$ cat src/design/swk_defs.vh
/*
 * Constants for the sleep and wake-up sequencer: register offsets, field
 * positions, reset values, interrupt vector and oscillator start-up count.
 * Assumes inclusion by bare name from design files.
 */
`ifndef SWK_DEFS_VH
`define SWK_DEFS_VH

`define SWK_ADDR_W 4
`define SWK_OFF_CTRL 4'h0
`define SWK_OFF_STAT 4'h4
`define SWK_OFF_IRQ_STAT 4'h8
`define SWK_OFF_IRQ_MASK 4'hc

`define SWK_CTRL_OSC_LSB 0
`define SWK_CTRL_OSC_MSB 1
`define SWK_CTRL_RESET 8'h00

`define SWK_OSC_RC 2'h0
`define SWK_OSC_STD 2'h1
`define SWK_OSC_FAST 2'h2
`define SWK_OSC_LOWPOWER 2'h3

`define SWK_EV_SLEEP 0
`define SWK_EV_SKIP 1
`define SWK_EV_WAKE 2
`define SWK_EV_VECTOR 3
`define SWK_EV_W 4

`define SWK_IRQ_VECTOR 13'h0004
`define SWK_PC_W 13
`define SWK_OST_PERIODS 1024
`define SWK_OST_CLK_PER_PERIOD 1

`define SWK_ST_RUN 2'h0
`define SWK_ST_SLEEP 2'h1
`define SWK_ST_OST 2'h2
`define SWK_ST_RESUME 2'h3

`endif

$ cat src/design/swk_sleep_wakeup.v
/*
 * Sleep and wake-up sequencer of the core: decides whether a sleep
 * instruction really sleeps, updates watchdog and status flags, applies the
 * oscillator start-up delay and vectors or resumes on wake-up.
 * Assumes the core presents one execute strobe per sleep instruction and
 * that all inputs except arst_n_i are synchronous to ref_clk_i.
 */
// Local design decisions: strobed register access and the register offsets.
`timescale 1ns/1ps
`include "swk_defs.vh"
`default_nettype none

module swk_sleep_wakeup #(
    parameter N_SRC = 17,
    parameter OST_CYCLES = `SWK_OST_PERIODS * `SWK_OST_CLK_PER_PERIOD
) (
    // Clock and reset.
    input wire ref_clk_i,
    input wire arst_n_i,
    // Interrupt sources and core control.
    input wire [N_SRC-1:0] irq_enable_i,
    input wire [N_SRC-1:0] irq_flag_i,
    input wire global_irq_enable_i,
    input wire sleep_exec_i,
    input wire clrwdt_exec_i,
    input wire [`SWK_PC_W-1:0] pc_next_i,
    // Register port.
    input wire [`SWK_ADDR_W-1:0] reg_addr_i,
    input wire [31:0] reg_wdata_i,
    input wire reg_wr_i,
    input wire reg_rd_i,
    output reg [31:0] reg_rdata_o,
    // Core sequencing outputs.
    output reg asleep_o,
    output reg core_stall_o,
    output reg watchdog_counter_clr_o,
    output reg timeout_flag_n_o,
    output reg powerdown_flag_n_o,
    output reg global_irq_enable_clr_o,
    output reg stack_push_o,
    output reg [`SWK_PC_W-1:0] stack_push_addr_o,
    output reg pc_load_o,
    output reg [`SWK_PC_W-1:0] pc_load_addr_o,
    output reg irq_o
);

    localparam CNT_W = 16;
    localparam [CNT_W-1:0] OST_LOAD = OST_CYCLES - 1;
    localparam [CNT_W-1:0] CNT_ONE = 16'h0001;

    reg [1:0] state_reg;
    reg [1:0] state_next;
    reg [CNT_W-1:0] ost_cnt_reg;
    reg [CNT_W-1:0] ost_cnt_next;
    reg [1:0] osc_mode_reg;
    reg [`SWK_EV_W-1:0] irq_stat_reg;
    reg [`SWK_EV_W-1:0] irq_mask_reg;
    reg [`SWK_PC_W-1:0] ret_addr_reg;
    reg [`SWK_EV_W-1:0] ev_next;
    reg [`SWK_EV_W-1:0] irq_stat_next;
    wire [N_SRC-1:0] src_req;
    wire wake_req;
    wire sleep_go;
    wire crystal;

    function is_wr;
        input [`SWK_ADDR_W-1:0] off;
        begin
            is_wr = reg_wr_i && (reg_addr_i == off);
        end
    endfunction

    function [31:0] rd_word;
        input [`SWK_ADDR_W-1:0] off;
        begin
            case (off)
                `SWK_OFF_CTRL: rd_word = {30'h0, osc_mode_reg};
                `SWK_OFF_STAT: rd_word = {27'h0, state_reg, timeout_flag_n_o, powerdown_flag_n_o, asleep_o};
                `SWK_OFF_IRQ_STAT: rd_word = {28'h0, irq_stat_reg};
                `SWK_OFF_IRQ_MASK: rd_word = {28'h0, irq_mask_reg};
                default: rd_word = 32'h0000_0000;
            endcase
        end
    endfunction

    // Each source pairs its own enable and flag; the global enable plays no part here.
    genvar g;
    generate
        for (g = 0; g < N_SRC; g = g + 1) begin : g_src
            assign src_req[g] = irq_enable_i[g] & irq_flag_i[g];
        end
    endgenerate

    assign wake_req = |src_req;
    assign sleep_go = (state_reg == `SWK_ST_RUN) && sleep_exec_i && !wake_req;
    assign crystal = (osc_mode_reg != `SWK_OSC_RC);

    // Events are gathered combinationally so that set beats a clear in the same cycle.
    always @* begin
        ev_next = {`SWK_EV_W{1'b0}};
        if (state_reg == `SWK_ST_RUN && sleep_exec_i) begin
            ev_next[`SWK_EV_SLEEP] = !wake_req;
            ev_next[`SWK_EV_SKIP] = wake_req;
        end
        if (state_reg == `SWK_ST_SLEEP && wake_req) begin
            ev_next[`SWK_EV_WAKE] = 1'b1;
        end
        if (state_reg == `SWK_ST_RESUME && global_irq_enable_i) begin
            ev_next[`SWK_EV_VECTOR] = 1'b1;
        end
        irq_stat_next = irq_stat_reg;
        if (is_wr(`SWK_OFF_IRQ_STAT)) begin
            irq_stat_next = irq_stat_reg & ~reg_wdata_i[`SWK_EV_W-1:0];
        end
        irq_stat_next = irq_stat_next | ev_next;
    end

    always @* begin
        state_next = state_reg;
        ost_cnt_next = ost_cnt_reg;
        case (state_reg)
            `SWK_ST_RUN: begin
                if (sleep_go) begin
                    state_next = `SWK_ST_SLEEP;
                end
            end
            `SWK_ST_SLEEP: begin
                if (wake_req) begin
                    if (crystal) begin
                        ost_cnt_next = OST_LOAD;
                        state_next = `SWK_ST_OST;
                    end else begin
                        state_next = `SWK_ST_RESUME;
                    end
                end
            end
            `SWK_ST_OST: begin
                // The count is in reference clocks, one per oscillator period by default.
                if (ost_cnt_reg == {CNT_W{1'b0}}) begin
                    state_next = `SWK_ST_RESUME;
                end else begin
                    ost_cnt_next = ost_cnt_reg - CNT_ONE;
                end
            end
            `SWK_ST_RESUME: begin
                state_next = `SWK_ST_RUN;
            end
            default: begin
                state_next = `SWK_ST_RUN;
            end
        endcase
    end

    always @(posedge ref_clk_i or negedge arst_n_i) begin
        if (!arst_n_i) begin
            state_reg <= `SWK_ST_RUN;
            ost_cnt_reg <= {CNT_W{1'b0}};
        end else begin
            state_reg <= state_next;
            ost_cnt_reg <= ost_cnt_next;
        end
    end

    always @(posedge ref_clk_i or negedge arst_n_i) begin
        if (!arst_n_i) begin
            watchdog_counter_clr_o <= 1'b0;
            timeout_flag_n_o <= 1'b1;
            powerdown_flag_n_o <= 1'b1;
        end else begin
            watchdog_counter_clr_o <= 1'b0;
            if (clrwdt_exec_i) begin
                watchdog_counter_clr_o <= 1'b1;
                timeout_flag_n_o <= 1'b1;
                powerdown_flag_n_o <= 1'b1;
            end
            // A skipped sleep never reaches this branch, so without a clrwdt_exec_i both flags keep their values and the watchdog clear returns to 0.
            if (sleep_go) begin
                watchdog_counter_clr_o <= 1'b1;
                timeout_flag_n_o <= 1'b1;
                powerdown_flag_n_o <= 1'b0;
            end
        end
    end

    always @(posedge ref_clk_i or negedge arst_n_i) begin
        if (!arst_n_i) begin
            ret_addr_reg <= {`SWK_PC_W{1'b0}};
            asleep_o <= 1'b0;
            core_stall_o <= 1'b0;
        end else begin
            if (state_reg == `SWK_ST_RUN && sleep_exec_i) begin
                ret_addr_reg <= pc_next_i;
            end
            // The sleep completes fully; a request after this edge wakes from the sleep state.
            if (sleep_go) begin
                asleep_o <= 1'b1;
                core_stall_o <= 1'b1;
            end
            if (state_reg == `SWK_ST_SLEEP && wake_req) begin
                asleep_o <= 1'b0;
            end
            if (state_reg == `SWK_ST_RESUME) begin
                core_stall_o <= 1'b0;
            end
        end
    end

    always @(posedge ref_clk_i or negedge arst_n_i) begin
        if (!arst_n_i) begin
            global_irq_enable_clr_o <= 1'b0;
            stack_push_o <= 1'b0;
            stack_push_addr_o <= {`SWK_PC_W{1'b0}};
            pc_load_o <= 1'b0;
            pc_load_addr_o <= {`SWK_PC_W{1'b0}};
        end else begin
            global_irq_enable_clr_o <= 1'b0;
            stack_push_o <= 1'b0;
            pc_load_o <= 1'b0;
            if (state_reg == `SWK_ST_RESUME && global_irq_enable_i) begin
                global_irq_enable_clr_o <= 1'b1;
                stack_push_o <= 1'b1;
                stack_push_addr_o <= ret_addr_reg;
                pc_load_o <= 1'b1;
                pc_load_addr_o <= `SWK_IRQ_VECTOR;
            end
        end
    end

    always @(posedge ref_clk_i or negedge arst_n_i) begin
        if (!arst_n_i) begin
            osc_mode_reg <= `SWK_OSC_RC;
            irq_mask_reg <= {`SWK_EV_W{1'b0}};
        end else begin
            if (is_wr(`SWK_OFF_CTRL)) begin
                osc_mode_reg <= reg_wdata_i[`SWK_CTRL_OSC_MSB:`SWK_CTRL_OSC_LSB];
            end
            if (is_wr(`SWK_OFF_IRQ_MASK)) begin
                irq_mask_reg <= reg_wdata_i[`SWK_EV_W-1:0];
            end
        end
    end

    // The interrupt line follows the mask one cycle late, which keeps it a plain register output.
    always @(posedge ref_clk_i or negedge arst_n_i) begin
        if (!arst_n_i) begin
            irq_stat_reg <= {`SWK_EV_W{1'b0}};
            irq_o <= 1'b0;
        end else begin
            irq_stat_reg <= irq_stat_next;
            irq_o <= |(irq_stat_next & irq_mask_reg);
        end
    end

    always @(posedge ref_clk_i or negedge arst_n_i) begin
        if (!arst_n_i) begin
            reg_rdata_o <= 32'h0000_0000;
        end else if (reg_rd_i) begin
            reg_rdata_o <= rd_word(reg_addr_i);
        end else begin
            reg_rdata_o <= 32'h0000_0000;
        end
    end

endmodule // swk_sleep_wakeup

`default_nettype wire

$ cat config.mk
export PLATFORM = sky130hd
export DESIGN_NAME = swk_sleep_wakeup
export DESIGN_NICKNAME = d
export VERILOG_FILES = /design/src/design/swk_sleep_wakeup.v
export VERILOG_INCLUDE_DIRS = /design/src /design/src/design
export SDC_FILE = /design/constraint.sdc
export NUM_CORES = 1
export LEC_CHECK = 0
export ABC_AREA = 1
export BUFFER_PORTS_ARGS = -buffer_cell sky130_fd_sc_hd__buf_2
export CAP_MARGIN = 20
export CORE_AREA = 2 2 107 109
export CTS_CLUSTER_DIAMETER = 100
export CTS_CLUSTER_SIZE = 20
export DETAILED_ROUTE_END_ITERATION = 10
export DIE_AREA = 0 0 109 111
export PLACE_DENSITY = 0.7
export SKIP_LAST_GASP = 1
export SLEW_MARGIN = 20
export SYNTH_ARGS = -nofsm -noshare
export SYNTH_HDL_FRONTEND = slang
export SYNTH_SLANG_ARGS = --single-unit
$ cat constraint.sdc
create_clock -name ref_clk_i -period 4.4 [get_ports ref_clk_i]
set_input_delay 0.66 -clock ref_clk_i [delete_from_list [all_inputs] [get_ports ref_clk_i]]
set_output_delay 0.66 -clock ref_clk_i [all_outputs]
set_load 0.01 [all_outputs]
## Yosys cells after proc, flatten, opt, wreduce, memory -nomap -nowiden

Cells that the tools add are included.
Widths: inputs -> output; s select.

- Output and inout port bits: 67
- Logic and storage cells: 92
- Flip-flop bits (word level): 94

- Reduce and logical (&&, ||, !) cells: 20
- Mux-type cells: 23
- Bitwise operators: 21
- $add $sub $neg: 1
- Equality and inequality tests: 11

Operators by type and width:

| operator | number |
|---|---|
| $mux 16 | 3 |
| $mux 32 | 1 |
| $pmux 16 s2 | 1 |
| $pmux 5 s4 | 1 |
| $and 1x1->1 | 17 |
| $reduce_or 17->1 | 1 |
| $logic_not 16->1 | 1 |
| $sub 16x1->16 const B | 1 |
| $mux 1 | 11 |
| $ne 2x2->1 const B | 5 |
| $reduce_bool 2->1 | 5 |
| $and 4x4->4 | 2 |
| $eq 4x4->1 const B | 2 |
| $mux 2 | 4 |
| $pmux 2 s4 | 1 |
| $logic_and 1x1->1 | 7 |
| $eq 2x2->1 const B | 2 |
| $eq 4x3->1 const B | 1 |
| $logic_not 4->1 | 1 |
| $mux 4 | 1 |
| $not 4->4 | 1 |
| $or 4x4->4 | 1 |
| $reduce_and 4->1 | 1 |
| $reduce_or 4->1 | 1 |
| other kinds (4) | 4 |

## Depth between registers and ports, before layout

- Depth in word-level cells: 7
- Mapped depth: 12
- Mapped depth without buffers: 11

## Least setup slack after synthesis

OpenSTA, ideal clock, no wires.

- Path kind: input port to flip-flop
- Start point: input irq_enable_i[1]
- End point: register ost_cnt_reg[11]
- Slack: 2.680 ns
- Cell stages on the path: 11
- Arrival: 1.646 ns
- Data required time: 4.326 ns
- Path buffers: 2
- Path through: nand2_1 nand2_1 nor2_1 nand3_1 nor2_1 nand2_1 nand3_2 buf_6 buf_6 nand2_1 o21ai_2

- Word-level cells in the longest chain between the ends: 4

RTL lines:

| item | line | text |
|---|---|---|
| start: declaration | swk_sleep_wakeup.v:21 | `input wire [N_SRC-1:0] irq_enable_i,` |
| $and 1x1->1 | swk_sleep_wakeup.v:90 | `assign src_req[g] = irq_enable_i[g] & irq_flag_i[g];` |
| $reduce_or 17->1 | swk_sleep_wakeup.v:94 | `assign wake_req = \|src_req;` |
| $ne 2x2->1 (no line) | n/a |  |
| $reduce_and 4->1 (no line) | n/a |  |
| end signal: assignment | swk_sleep_wakeup.v:157 | `ost_cnt_reg <= {CNT_W{1'b0}};` |
| end signal: assignment | swk_sleep_wakeup.v:160 | `ost_cnt_reg <= ost_cnt_next;` |
| end: declaration | swk_sleep_wakeup.v:53 | `reg [CNT_W-1:0] ost_cnt_reg;` |

Every way passes these cells.
A chain may end at the register's enable or synchronous reset.

## Final worst setup path

- Start point: register state_reg[0]
- End point: register ost_cnt_reg[13]

- Word-level cells in the longest chain between the ends: 3
- Elaborated cells on any way between the ends: 8

RTL lines:

| item | line | text |
|---|---|---|
| start: declaration | swk_sleep_wakeup.v:51 | `reg [1:0] state_reg;` |
| start signal: assignment | swk_sleep_wakeup.v:156 | `` state_reg <= `SWK_ST_RUN; `` |
| start signal: assignment | swk_sleep_wakeup.v:159 | `state_reg <= state_next;` |
| $eq 2x2->1 / $eq 2x1->1 (equally long branches) | swk_sleep_wakeup.v:121 | `case (state_reg)` |
| $ne 2x2->1 (no line) / $reduce_bool 2->1 (equally long branches) | n/a |  |
| $reduce_and 4->1 (no line) | n/a |  |

Parallel ways exist; a longest one is shown, timed or not.

==> metrics.csv <==
metric;value;unit
Max Cap Viol;0;
Netlist cell types;31;
largest net degree at the start of global routing;43;
Final Cycle Share;51.9;%
first-pass GRT wire length;12500;um
Startpoint Class;flip-flop;
cts bufs inserted;9;
CP required;4.59;ns
#FFs+latches synth;66;
Die X;109;um
Antenna diodes;0;
FP Rows;39;
post-layout util;38.2;%
mapped cell area;3560;sq um
DRT Pass-1 Iters;4;
# resized after CTS;0;
Pwr Density;561;nW/um^2
ys async rst share;100;%
Commonest cells post-synth;nand2_1, dfrtp_1, inv_1, buf_4, o21ai_0;
Max VDD drop;0.000272;V
Setup Fix Bufs, Post-CTS;0;
Crit path max-delay family;simple AND/OR/NAND/NOR gates;
via count;2958;
Avg Vias per Cell;4.31;
drt wl/cell;10.6;um
Post-synth EDFFs;0;
CP Buf/Inv Count;1;
Initial DRC Count;159;
# IOs;157;
Hold Crit Start;pc_load_addr_o[2]$_DFFE_PN0P_;
die area;12100;sq um
PortBufs;88;
DR top layer;met4;
Crit. End Element;flip-flop;
crit path kind;reg -> reg;
Final Net Count;635;
clock skew;0.00387;ns
vias in the first global route;2954;
DRT Wirelength;7290;um
Reg clk slew, reported paths;0.05;ns
routed wl met3;449;um
worst skew pair latency;0.33;ns
Ys Warns;0;
Root Buffer;clkbuf_16;
Slew HR;37.4;%
Core ar.;11100;sq um
fmax;0.438;GHz
final slew viol count;0;
Leak Pwr;2.28;nW
met2 routed WL;3630;um
post-synth top area cell;dfrtp_1;
slowest CP cell;ha_1;
total congestion overflow;0;
total power;2.38;mW
Seq/Total Area, Yosys;46.5;%
RR Startpoint;state_reg[0]$_DFFE_PN0P_;
Worst Path Max Fanout;29;
max FFs per register;16;
slowest stage delay, CP;0.49;ns
Setup violations, final;0;
initial antenna violation count;0;
H-tree depth;3;
Hold Fails Final Rpt;0;
Slew @ Worst Pin;0.939;ns
share of the synthesized area in the top cell type;45.7;%
cells taking the most area after synthesis;dfrtp_1, nand2_1, buf_4, o21ai_0, inv_1;
ys flop type;dfrtp_1;
CP arrival;2.48;ns
Avg Inst Size Synth;7.90;sq um
antenna-violating nets left;0;
crit path cell chain;inv_1 > ha_1 > nand2_2 > o21ai_2 > nand3_2 > nand2_1 > o21ai_1;
worst setup margin;2.11;ns
TritonCTS clock tree;yes;
P&R area growth vs syn;19.0;%
critical path startpoint;state_reg[0]$_DFFE_PN0P_;
Post-CTS Hold Buffers;0;
cell with the most instances after synthesis;nand2_1;
RePlAce Congestion;0.842;
unrepaired setup endpoints after global routing;false;
crit path time final;2.29;ns
run status;finished clean;
Die Height;111;um
Initial Util;32.1;%
number of clock sinks;66;
setup total negative slack;0;ns
pre-CTS WS;2.08;ns
dpl hpwl;5550;um
Syn Inst Count;450;
DRC Markers;0;
share of layout cells above drive strength 1;21.2;%
Met1 Routed Length;3110;um
Clock Path Buffers;2;
Worst Hold Class;reg -> reg;
total global-route track usage;12.8;%
==> metrics by stage <==
step | std cells | cell area, sq um | hold WS (ns)
2_1_floorplan | 488 | 3700 | 0.364
3_3_place_gp | 670 | 3970 | 0.449
3_5_place_dp | 670 | 3970 | 0.458
4_1_cts | 686 | 4230 | 0.471
5_1_grt | 686 | 4230 | 0.491
6_report | 686 | 4230 | 0.470
==> layout make-up <==
class / instances / area [sq um]
fillers: 1145 / 6850
flip-flops and latches: 66 / 1650
multi-input cells: 320 / 1490
repair buffers: 90 / 455
clock buffers: 13 / 250
inverters: 51 / 191
well taps: 143 / 179
clock inverters: 3 / 15.0
==> layer usage <==
metal	vias up	GRT usage [%]
li1	1498	-
met1	1372	15.2
met2	81	21.5
met3	7	3.88
met4	0	4.96
met5	-	0
==> worst paths after layout <==
kind,slack (ns),cells after the start,end
min in group asynchronous,0.48,1,osc_mode_reg[1]$_DFFE_PN0P_
max in group asynchronous,3.01,2,powerdown_flag_n_o$_DFFE_PN1P_
setup reg to reg,2.11,7,ost_cnt_reg[13]$_DFFE_PN0P_
hold reg to reg,0.47,1,pc_load_addr_o[2]$_DFFE_PN0P_
setup / recovery,2.11,7,ost_cnt_reg[13]$_DFFE_PN0P_
hold / removal,0.47,1,pc_load_addr_o[2]$_DFFE_PN0P_
==> cells by family after synthesis <==
group                      synth area share, %
AOI/OAI and AO/OA                         9.71
other                                    0.211
xor gates and xnor gates                  2.22
buffers and inverters                     15.7
adders and majority gates                 2.46
DFF                                       46.5
and+or+nand+nor                           23.2
==> placed cells by master (no fill, tap or decap), types with 2 or more instances in the layout <==
master / netlist / routed
nor2_2: 2 / 2
nand4_1: 4 / 4
o21ai_1: 6 / 6
conb_1: 2 / 40
clkinv_2: 0 / 3
nand2_1: 133 / 133
nand3_1: 18 / 18
xnor2_1: 3 / 3
nor3_1: 4 / 4
inv_1: 50 / 50
dfrtp_1: 65 / 65
clkbuf_1: 6 / 3
o21ai_0: 41 / 41
xor2_1: 6 / 6
nor2_1: 33 / 33
ha_1: 7 / 7
a21oi_1: 7 / 7
nor3b_1: 2 / 2
buf_2: 0 / 88
buf_4: 43 / 2
o21ai_2: 5 / 5
clkbuf_16: 0 / 9
==> power breakdown <==
| part | switching [mW] | total [mW] | leakage, nW | internal (mW) |
|---|---|---|---|---|
| combinational | 0.520 | 0.807 | 1.33 | 0.286 |
| clock | 0.243 | 0.637 | 0.133 | 0.393 |
| sequential | 0.122 | 0.932 | 0.816 | 0.810 |
| total | 0.885 | 2.38 | 2.28 | 1.49 |
Power figures use the tool's default switching activity.
